<file path="src/common/hbs_pkg.sv">
// Package: register map, field positions and constants of the code and HDLC status slice
package hbs_pkg;

  ////////////////////////////////////////////////////////////////////////////
  // Register offsets per framer (index 0 = framer A, index 1 = framer B)
  localparam logic [7:0] RX_HDLC_STATUS_A = 8'h03;
  localparam logic [7:0] RX_CODE_STATUS_A = 8'h04;
  localparam logic [7:0] RX_HDLC_FIFO_A   = 8'h05;
  localparam logic [7:0] TX_HDLC_STATUS_A = 8'h06;
  localparam logic [7:0] RX_HDLC_STATUS_B = 8'ha3;
  localparam logic [7:0] RX_CODE_STATUS_B = 8'ha4;
  localparam logic [7:0] RX_HDLC_FIFO_B   = 8'ha5;
  localparam logic [7:0] TX_HDLC_STATUS_B = 8'ha6;

  ////////////////////////////////////////////////////////////////////////////
  // Field positions
  localparam int CODE_SEEN_LATCHED_BIT = 7;
  localparam int CODE_SEEN_LIVE_BIT    = 6;
  localparam int CODE_W                = 6;
  localparam int RX_ABORT_BIT          = 7;
  localparam int RX_CHECKSUM_BIT       = 6;
  localparam int RX_OVERRUN_BIT        = 5;
  localparam int RX_VALID_MSG_BIT      = 4;
  localparam int RX_EMPTY_BIT          = 3;
  localparam int TX_EMPTY_BIT          = 2;
  localparam int TX_FULL_BIT           = 1;
  localparam int TX_UNDERRUN_BIT       = 0;

  ////////////////////////////////////////////////////////////////////////////
  // Reset values and counts
  localparam logic [5:0] CODE_RESET      = 6'h3f;
  localparam logic [7:0] DATA_W_ZERO     = 8'h00;
  localparam logic [2:0] ABORT_ONES      = 3'h7;
  localparam int         FIFO_DEPTH_DEF  = 16;
  localparam int         NUM_FRAMERS_DEF = 2;

endpackage

</file>
<file path="src/rtl/hbs_regs.sv">
// Receive code, receive HDLC FIFO and transmit HDLC status registers for two framers

////////////////////////////////////////////////////////////////////////////////
// Synchronous FIFO, storage in flip-flops, registered full and empty
module hbs_fifo #(
  parameter int W = 8,
  parameter int D = 16
) (
  input  wire logic         clk_i,
  input  wire logic         arst_n_i,
  input  wire logic         in_valid_i,
  output logic              in_ready_o,
  input  wire logic [W-1:0] in_data_i,
  output logic              out_valid_o,
  input  wire logic         out_ready_i,
  output logic [W-1:0]      out_data_o
);
  localparam int AW = (D > 1) ? $clog2(D) : 1;
  localparam logic [AW-1:0] LAST  = AW'(D - 1);
  localparam logic [AW:0]   FULLC = (AW + 1)'(D);

  logic [W-1:0]  mem [D];
  logic [AW-1:0] wr_ptr;
  logic [AW-1:0] rd_ptr;
  logic [AW:0]   count;
  logic [AW:0]   next_count;
  logic          full_q;
  logic          ready_q;
  logic          empty_q;
  logic          push;
  logic          pop;

  assign push        = in_valid_i & ~full_q;
  assign pop         = out_ready_i & ~empty_q;
  // Kept in its own flop so the ready output leaves the block from a register
  assign in_ready_o  = ready_q;
  assign out_valid_o = ~empty_q;
  assign out_data_o  = mem[rd_ptr];

  always_comb begin
    next_count = count;
    if (push && !pop) begin
      next_count = count + (AW + 1)'(1);
    end else if (pop && !push) begin
      next_count = count - (AW + 1)'(1);
    end
  end

  always_ff @(posedge clk_i or negedge arst_n_i) begin
    if (!arst_n_i) begin
      count   <= '0;
      full_q  <= 1'b0;
      ready_q <= 1'b1;
      empty_q <= 1'b1;
    end else begin
      count   <= next_count;
      full_q  <= (next_count == FULLC);
      ready_q <= (next_count != FULLC);
      empty_q <= (next_count == '0);
    end
  end

  always_ff @(posedge clk_i or negedge arst_n_i) begin
    if (!arst_n_i) begin
      wr_ptr <= '0;
    end else if (push) begin
      wr_ptr <= (wr_ptr == LAST) ? '0 : wr_ptr + AW'(1);
    end
  end

  always_ff @(posedge clk_i or negedge arst_n_i) begin
    if (!arst_n_i) begin
      rd_ptr <= '0;
    end else if (pop) begin
      rd_ptr <= (rd_ptr == LAST) ? '0 : rd_ptr + AW'(1);
    end
  end

  // Storage has no reset: contents are meaningless until pushed
  always_ff @(posedge clk_i) begin
    if (push) begin
      mem[wr_ptr] <= in_data_i;
    end
  end
endmodule

////////////////////////////////////////////////////////////////////////////////
// Top: host read port plus per-framer status logic
module hbs_regs
  import hbs_pkg::*;
#(
  parameter int NFR        = NUM_FRAMERS_DEF,
  parameter int FIFO_DEPTH = FIFO_DEPTH_DEF
) (
  input  wire logic                     ref_clk_i,
  input  wire logic                     arst_n_i,
  input  wire logic                     host_cs_n_i,
  input  wire logic                     host_rd_n_i,
  input  wire logic [7:0]               host_addr_i,
  output logic      [7:0]               host_data_o,
  output logic                          host_data_oe_o,
  input  wire logic [NFR-1:0]           code_live_i,
  input  wire logic [NFR-1:0]           code_word_valid_i,
  input  wire logic [NFR-1:0][CODE_W-1:0] code_word_i,
  input  wire logic [NFR-1:0]           rx_bit_i,
  input  wire logic [NFR-1:0]           rx_bit_en_i,
  input  wire logic [NFR-1:0]           rx_crc_err_i,
  input  wire logic [NFR-1:0]           rx_msg_ok_i,
  input  wire logic [NFR-1:0]           rx_byte_valid_i,
  input  wire logic [NFR-1:0][7:0]      rx_byte_i,
  output logic      [NFR-1:0]           rx_byte_ready_o,
  input  wire logic [NFR-1:0]           tx_fifo_empty_i,
  input  wire logic [NFR-1:0]           tx_fifo_full_i,
  input  wire logic [NFR-1:0]           tx_underrun_i
);
  localparam logic [7:0] OFS_RXS  [2] = '{RX_HDLC_STATUS_A, RX_HDLC_STATUS_B};
  localparam logic [7:0] OFS_CODE [2] = '{RX_CODE_STATUS_A, RX_CODE_STATUS_B};
  localparam logic [7:0] OFS_FIFO [2] = '{RX_HDLC_FIFO_A, RX_HDLC_FIFO_B};
  localparam logic [7:0] OFS_TXS  [2] = '{TX_HDLC_STATUS_A, TX_HDLC_STATUS_B};

  //////////////////////////////////////////////////////////////////////////////
  // Host pin synchronisers; address must be steady while the read is low
  // Reads spaced by at least one idle cycle are seen as separate reads
  logic [1:0] cs_n_sync;
  logic [1:0] rd_n_sync;
  logic [7:0] addr_s1;
  logic [7:0] addr_s2;
  logic       rd_act_q;
  logic       rd_act;
  logic       rd_start;

  always_ff @(posedge ref_clk_i or negedge arst_n_i) begin
    if (!arst_n_i) begin
      cs_n_sync <= 2'h3;
      rd_n_sync <= 2'h3;
      addr_s1   <= 8'h00;
      addr_s2   <= 8'h00;
    end else begin
      cs_n_sync <= {cs_n_sync[0], host_cs_n_i};
      rd_n_sync <= {rd_n_sync[0], host_rd_n_i};
      addr_s1   <= host_addr_i;
      addr_s2   <= addr_s1;
    end
  end

  assign rd_act   = ~cs_n_sync[1] & ~rd_n_sync[1];
  assign rd_start = rd_act & ~rd_act_q;

  always_ff @(posedge ref_clk_i or negedge arst_n_i) begin
    if (!arst_n_i) begin
      rd_act_q <= 1'b0;
    end else begin
      rd_act_q <= rd_act;
    end
  end

  //////////////////////////////////////////////////////////////////////////////
  // Per-framer status, one copy each so framer B is independent of A
  // Unpacked so each framer's read mux is a variable of its own
  logic [7:0] frm_rdata [NFR];
  logic       frm_hit   [NFR];

  for (genvar f = 0; f < NFR; f++) begin : g_frm
    logic              rd_rxs;
    logic              rd_code;
    logic              rd_fifo;
    logic              rd_txs;
    logic              code_live_q;
    logic              code_latched;
    logic [CODE_W-1:0] code_word;
    logic [2:0]        ones_cnt;
    logic              abort_flag;
    logic              crc_flag;
    logic              ovr_flag;
    logic              vm_flag;
    logic              udr_flag;
    logic              abort_set;
    logic              ovr_set;
    logic              fifo_in_ready;
    logic              fifo_out_valid;
    logic [7:0]        fifo_out_data;

    assign rd_rxs  = rd_start & (addr_s2 == OFS_RXS[f]);
    assign rd_code = rd_start & (addr_s2 == OFS_CODE[f]);
    assign rd_fifo = rd_start & (addr_s2 == OFS_FIFO[f]);
    assign rd_txs  = rd_start & (addr_s2 == OFS_TXS[f]);

    // A run of ones counts up to the abort threshold and stays there
    assign abort_set = rx_bit_en_i[f] & rx_bit_i[f] & (ones_cnt == ABORT_ONES - 3'h1);
    // A byte offered while full is dropped and reported as overrun
    assign ovr_set   = rx_byte_valid_i[f] & ~fifo_in_ready;

    // Saturating at the threshold keeps a long run from setting abort twice
    always_ff @(posedge ref_clk_i or negedge arst_n_i) begin
      if (!arst_n_i) begin
        ones_cnt <= 3'h0;
      end else if (rx_bit_en_i[f]) begin
        if (!rx_bit_i[f]) begin
          ones_cnt <= 3'h0;
        end else if (ones_cnt != ABORT_ONES) begin
          ones_cnt <= ones_cnt + 3'h1;
        end
      end
    end

    // Set beats the clear-on-read so an event in the read cycle is kept
    always_ff @(posedge ref_clk_i or negedge arst_n_i) begin
      if (!arst_n_i) begin
        abort_flag <= 1'b0;
        crc_flag   <= 1'b0;
        ovr_flag   <= 1'b0;
        vm_flag    <= 1'b0;
      end else begin
        abort_flag <= abort_set | (abort_flag & ~rd_rxs);
        crc_flag   <= rx_crc_err_i[f] | (crc_flag & ~rd_rxs);
        ovr_flag   <= ovr_set | (ovr_flag & ~rd_rxs);
        vm_flag    <= rx_msg_ok_i[f] | (vm_flag & ~rd_rxs);
      end
    end

    // Underrun arrives as a pulse from the transmit engine; kept until read
    always_ff @(posedge ref_clk_i or negedge arst_n_i) begin
      if (!arst_n_i) begin
        udr_flag <= 1'b0;
      end else begin
        udr_flag <= tx_underrun_i[f] | (udr_flag & ~rd_txs);
      end
    end

    // Previous live level resets to the idle low, so no false rise after reset
    always_ff @(posedge ref_clk_i or negedge arst_n_i) begin
      if (!arst_n_i) begin
        code_live_q <= 1'b0;
      end else begin
        code_live_q <= code_live_i[f];
      end
    end

    always_ff @(posedge ref_clk_i or negedge arst_n_i) begin
      if (!arst_n_i) begin
        code_latched <= 1'b0;
      end else begin
        code_latched <= (code_live_i[f] & ~code_live_q) | (code_latched & ~rd_code);
      end
    end

    // Reloading the same code is harmless, so every valid pulse loads
    always_ff @(posedge ref_clk_i or negedge arst_n_i) begin
      if (!arst_n_i) begin
        code_word <= CODE_RESET;
      end else if (code_word_valid_i[f]) begin
        code_word <= code_word_i[f];
      end
    end

    hbs_fifo #(
      .W (8),
      .D (FIFO_DEPTH)
    ) u_rx_fifo (
      .clk_i       (ref_clk_i),
      .arst_n_i    (arst_n_i),
      .in_valid_i  (rx_byte_valid_i[f]),
      .in_ready_o  (fifo_in_ready),
      .in_data_i   (rx_byte_i[f]),
      .out_valid_o (fifo_out_valid),
      .out_ready_i (rd_fifo),
      .out_data_o  (fifo_out_data)
    );

    assign rx_byte_ready_o[f] = fifo_in_ready;

    always_comb begin
      frm_rdata[f] = DATA_W_ZERO;
      frm_hit[f]   = 1'b1;
      if (addr_s2 == OFS_RXS[f]) begin
        frm_rdata[f][RX_ABORT_BIT]     = abort_flag;
        frm_rdata[f][RX_CHECKSUM_BIT]  = crc_flag;
        frm_rdata[f][RX_OVERRUN_BIT]   = ovr_flag;
        frm_rdata[f][RX_VALID_MSG_BIT] = vm_flag;
        frm_rdata[f][RX_EMPTY_BIT]     = ~fifo_out_valid;
      end else if (addr_s2 == OFS_CODE[f]) begin
        frm_rdata[f][CODE_SEEN_LATCHED_BIT] = code_latched;
        frm_rdata[f][CODE_SEEN_LIVE_BIT]    = code_live_i[f];
        frm_rdata[f][CODE_W-1:0]            = code_word;
      end else if (addr_s2 == OFS_FIFO[f]) begin
        // Empty FIFO reads as zero rather than stale storage
        frm_rdata[f] = fifo_out_valid ? fifo_out_data : DATA_W_ZERO;
      end else if (addr_s2 == OFS_TXS[f]) begin
        // Unassigned upper bits read as zero
        frm_rdata[f][TX_EMPTY_BIT]    = tx_fifo_empty_i[f];
        frm_rdata[f][TX_FULL_BIT]     = tx_fifo_full_i[f];
        frm_rdata[f][TX_UNDERRUN_BIT] = udr_flag;
      end else begin
        frm_hit[f] = 1'b0;
      end
    end
  end

  //////////////////////////////////////////////////////////////////////////////
  // Read data is captured once at the start of the read and held steady
  // Offsets of the framers are disjoint, so at most one hit is ever set
  logic [7:0] next_rdata;

  always_comb begin
    next_rdata = DATA_W_ZERO;
    for (int i = 0; i < NFR; i++) begin
      if (frm_hit[i]) begin
        next_rdata = frm_rdata[i];
      end
    end
  end

  always_ff @(posedge ref_clk_i or negedge arst_n_i) begin
    if (!arst_n_i) begin
      host_data_o <= DATA_W_ZERO;
    end else if (rd_start) begin
      host_data_o <= next_rdata;
    end
  end

  always_ff @(posedge ref_clk_i or negedge arst_n_i) begin
    if (!arst_n_i) begin
      host_data_oe_o <= 1'b0;
    end else begin
      host_data_oe_o <= rd_act;
    end
  end
endmodule

</file>
<file path="config.mk">
export PLATFORM = sky130hd
export DESIGN_NAME = hbs_regs
export DESIGN_NICKNAME = d
export VERILOG_FILES = /design/src/common/hbs_pkg.sv /design/src/rtl/hbs_regs.sv
export SDC_FILE = /design/constraint.sdc
export NUM_CORES = 1
export LEC_CHECK = 0
export BUFFER_PORTS_ARGS = -buffer_cell sky130_fd_sc_hd__clkbuf_2
export CORE_MARGIN = 2
export CORE_UTILIZATION = 60
export DETAILED_ROUTE_END_ITERATION = 10
export GPL_ROUTABILITY_DRIVEN = 0
export PLACE_DENSITY = 0.87
export RECOVER_POWER = 25
export SETUP_SLACK_MARGIN = 0.05
export SLEW_MARGIN = 0
export SYNTH_ARGS = -nofsm -noshare
export SYNTH_HDL_FRONTEND = slang
export SYNTH_HIERARCHICAL = 1
export SYNTH_SLANG_ARGS = --single-unit
</file>
<file path="constraint.sdc">
create_clock -name ref_clk_i -period 2.7 [get_ports ref_clk_i]
set_clock_uncertainty 0.1 [all_clocks]
set_input_delay 0.54 -clock ref_clk_i [delete_from_list [all_inputs] [get_ports ref_clk_i]]
set_output_delay 0.54 -clock ref_clk_i [all_outputs]
set_load 0.05 [all_outputs]
</file>
### Word-level counts from Yosys, hierarchy flattened

Memory sizes are Yosys's and may differ from the RTL's.
Cells that the tools add are included.

* bits in registers: 93
* bits in latches: 0
* RAM bits: 256
* ROM bits: 0
* output and inout bits: 11
* logic and storage cells: 185
* memories kept: 2

Memory list
* g_frm[0].u_rx_fifo.mem: depth 16, bits a word 8, rd ports 1, clocked after memory_dff 0, write ports 1, RTL line hbs_regs.sv:22 `logic [W-1:0] mem [D];`
* g_frm[1].u_rx_fifo.mem: depth 16, bits a word 8, rd ports 1, clocked after memory_dff 0, write ports 1, RTL line hbs_regs.sv:22

* add/subtract/negate cells: 10
* $mul: 0
* div/mod/pow operators: 0
* magnitude comparators: 0
* eq/ne operators: 22
* shift-type cells: 0
* mux-type cells: 40
* bitwise logic cells: 63
* reduce and logical (&&, ||, !) cells: 12

Operator list (number)
* $mux 8: 6
* $mux 5: 8
* $and 1x1->1: 34
* $eq 8x8->1 const B: 4
* $mux 3: 10
* $eq 8x3->1 const B: 3
* $not 1->1: 17
* $add 4x1->4 const B: 4
* $eq 4x4->1 const B: 4
* $mux 4: 4
* $mux 1: 12
* $or 1x1->1: 12
* $add 5x1->5 const B: 2
* $eq 5x5->1 const B: 2
* $logic_not 5->1: 2
* $ne 5x5->1 const B: 2
* $sub 5x1->5 const B: 2
* $eq 8x2->1 const B: 1
* $add 3x1->3 const B: 2
* $eq 3x3->1 const B: 2
* $ne 3x3->1 const B: 2
* $logic_and 1x1->1: 4
* $logic_not 1->1: 4
* $ne 2x1->1 const B: 2
* $reduce_and 2->1: 2

### Depth between registers and ports, before layout

Gate-level depths: netlist (run 1).

* depth after elaboration: 9
* depth in mapped cells: 10
* depth with buffers taken out: 9

### By module

The synthesis (run 1) kept the hierarchy.

By module, submodules not included
* hbs_fifo at g_frm[1].u_rx_fifo: instances 1, cells an instance 308, area each 5869.4 um^2, seq. area each 4246.6 um^2
* hbs_fifo at g_frm[0].u_rx_fifo: instances 1, cells an instance 307, area each 5850.6 um^2, seq. area each 4246.6 um^2
* hbs_regs: instances 1, cells an instance 263, area each 2798.9 um^2, seq. area each 1546.5 um^2

### Least setup slack after synthesis (run 1)

OpenSTA, ideal clock, no wires.

* kind: register to register
* start point: register host_data_oe_o (netlist name)
* end point: register g_frm[0].u_rx_fifo.empty_q
* setup time: 75 ps
* arrival: 2415 ps
* data required time: 2525 ps
* path slack: 110 ps
* cell stages (with the launch flop): 11
* path buffers: 1
* clock period less this slack: 2590 ps
* cells stage by stage: dfrtp_1 nor3_1 nand2_1 nor2_1 nor2b_1 buf_2 nand2_1 o32ai_2 xnor2_1 inv_1 nor3b_2

RTL lines
* end signal: assignment: RTL line hbs_regs.sv:59 `empty_q <= (next_count == '0);`
* end: declaration: RTL line hbs_regs.sv:29 `logic empty_q;`

### Final worst setup path (run 1)

* start point: register g_frm[1].u_rx_fifo.rd_ptr[0]
* end point: register host_data_o[0]

* cells in the longest elaborated chain, start to end: 6

RTL lines
* start: declaration: RTL line hbs_regs.sv:24 `logic [AW-1:0] rd_ptr;`
* start signal: assignment: RTL line hbs_regs.sv:75 `rd_ptr <= (rd_ptr == LAST) ? '0 : rd_ptr + AW'(1);`
* $mem_v2 16x8
* via g_frm[1].fifo_out_data[0]: RTL line hbs_regs.sv:181 `logic [7:0] fifo_out_data;`
* $mux 8: RTL line hbs_regs.sv:287 `frm_rdata[f] = fifo_out_valid ? fifo_out_data : DATA_W_ZERO;`
* $mux 3: RTL line hbs_regs.sv:285 `end else if (addr_s2 == OFS_FIFO[f]) begin`
* $mux 8: RTL line hbs_regs.sv:281 `end else if (addr_s2 == OFS_CODE[f]) begin`
* $mux 3: RTL line hbs_regs.sv:275 `if (addr_s2 == OFS_RXS[f]) begin`
* $mux 8: RTL line hbs_regs.sv:307 `if (frm_hit[i]) begin`
* end signal: assignment: RTL line hbs_regs.sv:317 `host_data_o <= next_rdata;`
* end: declaration: RTL line hbs_regs.sv:100 `output logic [7:0] host_data_o,`

The timed path passes the listed nets, and every way through them passes these cells.
A chain may end at the register's enable or synchronous reset.

==> results.yml, run 1 <==
sta:
  max_freq_ghz: 0.4001
  setup_tns_ns: 0
  setup_viol: 0
  tightest_slew_ns: 0.8293
  slew_headroom_pct: 44.71
  rsz0062_at_grt: "no"
  fin_crit_sh_pct: 92.58
  final_hold_viol_count: 0
  period_minus_slack_ns: 2.500
  holdWs_ns: 0.02224
  report.final.slew_viol_count: 0
floorplanning:
  boundaryPins: 71
  coreArea_um2: 23610
  die_w_um: 159.6
  die_h_um: 159.6
  initial_core_util_pct: 61.49
  num_rows: 56
  die_area_um2: 25460
synth:
  async_reset_ff_share_pct: 26.65
  yosysTopAreaCellShare_pct: 52.95
  ys.flop_type: "edfxtp_1"
  avgSynthCellArea_um2: 16.54
  synth_cell_types: 63
  syn-num-nets: 958
  synth_edf_count: 256
  ys_warn_count: 6
  netlist_area_um2: 14520
  synthTopCellsByArea: "edfxtp_1, dfrtp_1, mux4_2"
  synthCells: 878
  ys_ff_latch: 349
  yosysTopAreaCell: "edfxtp_1"
  ys_seq_area_share_pct: 69.15
place:
  io_buffers: 70
  hpwl_mm: 20.76
pwr:
  power_leakage_uw: 0.005923
  ir_worst_vdd_v: 0.0005106
  cellPowerDensity_nw_per_um2: 787.2
route:
  ant_nets: 0
  num_vias: 8398
  detail_route.first_pass.iterations: 5
  wl_per_cell_um: 24.16
  drc: 0
  wl_mm: 31.98
  initialDrtViolationCount: 915
  routed_via_density: 6.343
clocking:
  clk_pin_slew_ns: 0.06
  numCtsBuffers: 35
  cts_tree: "built"
  clock_path_buffers: 3
  clk_latency_ns: 0.53
  h-tree-depth: 2
  cts-root-buf: "clkbuf_16"
  clock_sinks: 349
setup_path:
  path_class: "register to register"
  startpoint_type: "register"
  worstPathMaxFanout: 10
  path_delay_family: "compound AO/OA/AOI/OAI gates"
  crit_chain: "buf_4 > mux4_1 > a22oi_1 > nand2_1 > nand3_1 > a21oi_1 > o21ai_0 > o211ai_1"
  cpPeakStageDelay_ns: 0.58
  cp-end-kind: "register"
  cp.required_ns: 2.98
  crit_path_top_delay_cell: "mux4_1"
  arrival_ns: 2.78
  crit_buf_inv: 1
global_route:
  grt_start_max_net_pins: 52
  track_usage_pct: 25.33
  antenna_found_initial: 0
  gr-total-overflow: 0
  grt_pass1_vias: 8588
  grt_pass1_wl_mm: 48.94
cells_and_area:
  drive_gt1_share_pct: 21.09
  n_antenna_cell: 0
  fin_nets: 1058
  area_delta_synth_final_pct: 13.05
hold_path:
  min-delay-path-class: "input port to register"
run_status:
  status: "finished clean"
run:
  max_cap_viol_count: 0
timing repair:
action / CTS / global route
buffers inserted: 0 / 3
endpoints found under the hold margin: 33 / 0
resized for setup: 0 / 3
hold buffers: 2 / 0
setup endpoints to repair: 0 / 3
logic make-up (layout without fill, tap and decap cells):
family	count (synthesis)	count (layout)	share of synthesized area (%)
DFF	349	349	69.15
and+or+nand+nor	226	226	8.325
AOI/OAI and AO/OA	128	128	5.938
muxes	79	79	11.79
buffers and inverters	66	193	2.370
adders and majority gates	20	20	1.724
xor gates and xnor gates	10	10	0.7067
Yosys cell counts (4+ instances only):
cell type  count
edfxtp_1     256
dfrtp_1       73
nand2_1       66
a22oi_1       37
mux4_2        36
and2_1        34
nand3_1       30
o21ai_0       30
mux4_1        28
inv_1         27
nor2_1        23
dfstp_2       20
ha_1          20
clkbuf_1      17
a21oi_1       16
nand2b_1      14
a21o_1        13
mux2_2        12
nor2b_1       10
o211ai_1      10
nor3_1         8
xnor2_1        8
buf_4          7
nand4_1        7
buf_2          5
and3_1         4
buf_6          4
nor3b_1        4
layer usage:
layer  vias to the layer above  wire length (µm)  GRT usage, %  part of all wire (%)
li1                       3620                 -             -                     -
met1                      4234             12570         34.53                    39
met2                       457             15650         41.44                    49
met3                        87              2669         5.027                   8.3
met4                         0              1090         8.843                   3.4
met5                         -                 0             0                     0
through the flow:
| step | setup WS, ns | utilization (%) | power, µW | std cells | instance area [µm²] |
|---|---|---|---|---|---|
| finish | 0.2003 | 69.51 | 12920 | 1324 | 16410 |
| global placement | 0.2035 | 64.73 | 8214 | 1255 | 15280 |
| CTS | 0.1129 | 69.42 | 12950 | 1321 | 16390 |
| global route | 0.06237 | 69.51 | 13380 | 1324 | 16410 |
| floorplan | 0.1099 | - | 7730 | 878 | 14520 |
| detailed placement | 0.1665 | 64.73 | 8360 | 1255 | 15280 |
where the power goes:
| part | switching, µW | internal [µW] |
|---|---|---|
| Combinational | 1030 | 604 |
| Clock | 1930 | 2660 |
| Sequential | 329 | 6360 |
| Total | 3300 | 9630 |
worst register-to-register path, cell delays in order (launching register included):
cell and delay, ns:
dfrtp_4 0.48, buf_4 0.21, mux4_1 0.58, a22oi_1 0.27, nand2_1 0.11, nand3_1 0.10, a21oi_1 0.11, o21ai_0 0.26
o211ai_1 0.13
registers in the layout (all words and copies together), names as in the netlist:
signal                      flops
addr_s1                         8
addr_s2                         8
cs_n_sync                       2
g_frm.abort_flag                2
g_frm.code_latched              2
g_frm.code_live_q               2
g_frm.code_word                12
g_frm.crc_flag                  2
g_frm.ones_cnt                  6
g_frm.ovr_flag                  2
g_frm.u_rx_fifo/count          10
g_frm.u_rx_fifo/empty_q         2
g_frm.u_rx_fifo/full_q          2
g_frm.u_rx_fifo/in_ready_o      2
g_frm.u_rx_fifo/mem           256
g_frm.u_rx_fifo/rd_ptr          8
g_frm.u_rx_fifo/wr_ptr          8
g_frm.udr_flag                  2
g_frm.vm_flag                   2
host_data_o                     8
host_data_oe_o                  1
rd_n_sync                       2
layout make-up:
cell class	instances	area (µm²)
Fill cell	1437	7199
Clock buffer	54	998.5
Timing Repair Buffer	102	645.6
Inverter	27	101.3
Sequential cell	349	10040
Multi-Input combinational cell	463	4135
Clock inverter	10	88.84
Tap cell	319	399.1
placed cells by master (no fill, tap or decap), types with 10 or more instances in the layout:
master	instances
buf_4	25
nor2_1	23
mux2_2	12
mux4_1	28
mux4_2	36
a22oi_1	37
edfxtp_1	256
o211ai_1	10
dfstp_2	20
a21oi_1	16
and2_1	34
nand2b_1	14
clkbuf_16	36
dfrtp_1	71
ha_1	20
inv_1	27
nand3_1	30
clkbuf_2	54
o21ai_0	30
a21o_1	13
nand2_1	66
nor2b_1	10
clkbuf_1	30
worst paths after layout:
path,slack (ns),cells after the start,to,start
max,0.20,8,host_data_o[0]$_DFFE_PN0N_,g_frm[1].u_rx_fifo/rd_ptr[0]$_DFFE_PN0P_
max in group asynchronous,1.30,3,g_frm[0].code_word[1]$_DFFE_PN1P_,arst_n_i
min,0.02,1,addr_s1[6]$_DFF_PN0_,host_addr_i[6]
max reg2reg,0.20,8,host_data_o[0]$_DFFE_PN0N_,g_frm[1].u_rx_fifo/rd_ptr[0]$_DFFE_PN0P_
min reg2reg,0.26,0,cs_n_sync[1]$_DFF_PN1_,cs_n_sync[0]$_DFF_PN1_
min in group asynchronous,0.47,2,g_frm[1].ones_cnt[1]$_DFFE_PN0P_,arst_n_i
No activity file was read; power rests on OpenSTA's default activity.
==> run 2, diff against run 1 <==
--- a/config.mk
+++ b/config.mk
@@ -5,6 +5,7 @@
 export SDC_FILE = /design/constraint.sdc
 export NUM_CORES = 1
 export LEC_CHECK = 0
+export ABC_AREA = 1
 export BUFFER_PORTS_ARGS = -buffer_cell sky130_fd_sc_hd__clkbuf_2
 export CORE_MARGIN = 2
 export CORE_UTILIZATION = 60
@@ -12,7 +13,7 @@
 export GPL_ROUTABILITY_DRIVEN = 0
 export PLACE_DENSITY = 0.87
 export RECOVER_POWER = 25
-export SETUP_SLACK_MARGIN = 0.05
+export SETUP_SLACK_MARGIN = 0.1
 export SLEW_MARGIN = 0
 export SYNTH_ARGS = -nofsm -noshare
 export SYNTH_HDL_FRONTEND = slang
==> run 2 against run 1 <==
Fmax is 2.5% higher. Setup slack better by 0.061 ns. Global-route usage grew 2.1 points. Largest power group unchanged. Clock power increased by 4.6%. Critical path type unchanged. Power increased by 3.6%. Core utilization shrank 0.091 points. Highest routed layer is now met5. Register-to-register slack gained 0.06 ns. Combinational power rose by 16%. Critical path depth rose by 5. Routed wire length up 10%.
==> results.yml, run 2 <==
sta:
  setup_viol: 0
  final_hold_viol_count: 0
  fin_crit_sh_pct: 90.32
  setup_tns_ns: 0
  period_minus_slack_ns: 2.439
  report.final.slew_viol_count: 0
  max_freq_ghz: 0.4101
  rsz0062_at_grt: "no"
  final.setup.worst_slack_ns: 0.2615
  tightest_slew_ns: 0.8388
  slew_headroom_pct: 44.08
cells_and_area:
  reg_top3: "g_frm.u_rx_fifo/mem x256, g_frm.code_word x12, g_frm.u_rx_fifo/count x10"
  largest-register: "g_frm.u_rx_fifo/mem"
  largest_reg_flops: 256
  area_delta_synth_final_pct: 13.88
  n_antenna_cell: 0
  fin_cells: 1787
  mostFrequentLayoutCell: "edfxtp_1"
  fin_nets: 1517
  drive_gt1_share_pct: 16.27
  mostFrequentLayoutCells: "edfxtp_1, nor2_1, nand2_1"
global_route:
  antenna_found_initial: 1
  gr-total-overflow: 0
  grt_pass1_vias: 10480
  grt_start_max_net_pins: 51
  grt_pass1_wl_mm: 55.38
  track_usage_pct: 27.40
setup_path:
  reg2reg_depth: 13
  worstPathMaxFanout: 10
  path_class: "register to register"
  crit_top_cell: "nor2_1"
  worst_r2r_endpoint: "g_frm[0].u_rx_fifo/empty_q$_DFF_PN1_"
  cp.required_ns: 3.04
  crit_path_top_delay_cell: "dfrtp_1"
  crit_chain: "inv_1 > nand2_2 > nor2_4 > nand2_1 > nor2_1 > inv_2 > nor2_2 > nand2_2 > nand3_1 > nand2_1 > nor2_1 > nand3_1 > nor2_1"
  reg2reg_setup_slack_ns: 0.26
  arrival_ns: 2.78
  reg2reg_from: "addr_s2[1]$_DFF_PN0_"
  cpPeakStageDelay_ns: 0.40
  startpoint_type: "register"
  cp-end-kind: "register"
route:
  ant_nets: 0
  drc: 0
  initialDrtViolationCount: 1474
  wl_mm: 35.32
  detail_route.first_pass.iterations: 7
  num_vias: 10660
  wl_per_cell_um: 19.76
  routed_via_density: 5.968
synth:
  yosysTopAreaCellShare_pct: 51.86
  synthTopCellsByArea: "edfxtp_1, dfrtp_1, nor2_1"
  synthMuxAreaShare_pct: 0.5317
  synth_edf_count: 256
  avgSynthCellArea_um2: 11.26
  ys_ff_latch: 349
  yosys.area_share.simple_pct: 16.18
  ys_seq_area_share_pct: 67.72
  synth_compound_area_share_pct: 9.099
  synth_cell_types: 39
  synthXorXnorAreaFrac_pct: 0.4051
  async_reset_ff_share_pct: 26.65
  yosysTopAreaCell: "edfxtp_1"
  ys.flop_type: "edfxtp_1"
  synthAdderAreaFrac_pct: 1.688
  synthTopCellsByCount: "edfxtp_1, nor2_1, nand2_1, o21ai_0, nand3_1"
  yosysMostFrequentCell: "edfxtp_1"
  netlist_area_um2: 14820
  ys_warn_count: 6
  synth_top_family_by_area: "simple AND/OR/NAND/NOR gates"
  syn-num-nets: 1397
  synthCells: 1317
place:
  hpwl_mm: 21.75
  dp_worst_setup_slack_ns: 0.3255
  io_buffers: 70
  dp.cells: 1712
clocking:
  clk_pin_slew_ns: 0.06
  cts-root-buf: "clkbuf_16"
  clk_latency_ns: 0.52
  clock_sinks: 349
  cts_tree: "built"
  numCtsBuffers: 36
  post_cts_resized: 0
  clock_path_buffers: 3
  h-tree-depth: 2
hold_path:
  min-delay-path-class: "input port to register"
  worstHoldStart: "host_addr_i[5]"
  hold_end: "addr_s1[5]$_DFF_PN0_"
  holdPathStages: 1
floorplanning:
  die_h_um: 161.2
  die_area_um2: 25980
  coreArea_um2: 24320
  initial_core_util_pct: 60.96
  die_w_um: 161.2
  boundaryPins: 71
  num_rows: 57
run_status:
  status: "finished clean"
run:
  max_cap_viol_count: 0
pwr:
  cellPowerDensity_nw_per_um2: 793.1
  ir_worst_vdd_v: 0.0007892
  power_leakage_uw: 0.006655
run 2: report_power, final:
group	leakage, µW	total [µW]	internal, µW	switching, µW
Sequential	0.00338	6680	6380	304
Combinational	0.00271	1900	580	1320
Clock	0.000562	4800	2770	2040
Total	0.00666	13400	9730	3660
run 2: metrics by stage:
stage               hold slack (ns)  power [µW]  area [µm²]  util (%)
floorplan                    0.1444        7888       14820         -
global placement             0.2352        8429       15660     64.40
detailed placement           0.2355        8563       15660     64.40
CTS                         0.01109       13380       16840     69.23
global route               0.008933       13870       16880     69.42
finish                      0.01984       13390       16880     69.42
run 2: area by class of cell:
class / count / area, µm²
tap: 324 / 405.4
multi-input combinational: 835 / 4136
inverter: 78 / 292.8
clock buffer: 50 / 1020
timing repair buffer: 137 / 860.8
sequential: 349 / 10040
fill: 1571 / 7437
clock inverter: 14 / 126.4
run 2: repair_timing:
action	4_1_cts	5_1_grt
setup endpoints to repair	0	3
hold buffers	3	0
endpoints found under the hold margin	37	0
buffers inserted	0	8
run 2: per-layer routing:
metal  vias up  part of all wire, %  global-route usage, %
li1       4824                    -                      -
met1      5056                   36                  34.38
met2       616                   50                  47.48
met3       166                  8.8                  4.725
met4         2                  4.6                  11.61
met5         -                0.051                      0
run 2: logic make-up after synthesis:
family | Yosys count
and+or+nand+nor | 564
DFF | 349
AOI/OAI and AO/OA | 238
buffers and inverters | 133
adders and majority gates | 20
muxes | 7
xor gates and xnor gates | 6
run 2: worst max path at each step:
| stage | endpoint | start | cells past startpoint | slack (ns) |
|---|---|---|---|---|
| floorplan | g_frm[1].u_rx_fifo/full_q$_DFF_PN0_ | host_data_oe_o$_DFF_PN0_ | 11 | 0.57 |
| global placement | g_frm[0].u_rx_fifo/full_q$_DFF_PN0_ | addr_s2[1]$_DFF_PN0_ | 13 | 0.50 |
| detailed placement | g_frm[0].u_rx_fifo/empty_q$_DFF_PN1_ | addr_s2[1]$_DFF_PN0_ | 13 | 0.33 |
| CTS | g_frm[0].u_rx_fifo/empty_q$_DFF_PN1_ | addr_s2[1]$_DFF_PN0_ | 13 | 0.27 |
| global route | g_frm[0].u_rx_fifo/empty_q$_DFF_PN1_ | addr_s2[1]$_DFF_PN0_ | 13 | 0.12 |
| finish | g_frm[0].u_rx_fifo/empty_q$_DFF_PN1_ | addr_s2[1]$_DFF_PN0_ | 13 | 0.26 |
run 2: critical path: cells and delay by family (launching register included):
kind | cells | cell delay (ns)
buffers and inverters | 2 | 0.13
flip-flops | 1 | 0.40
AND/OR/NAND/NOR | 11 | 1.72
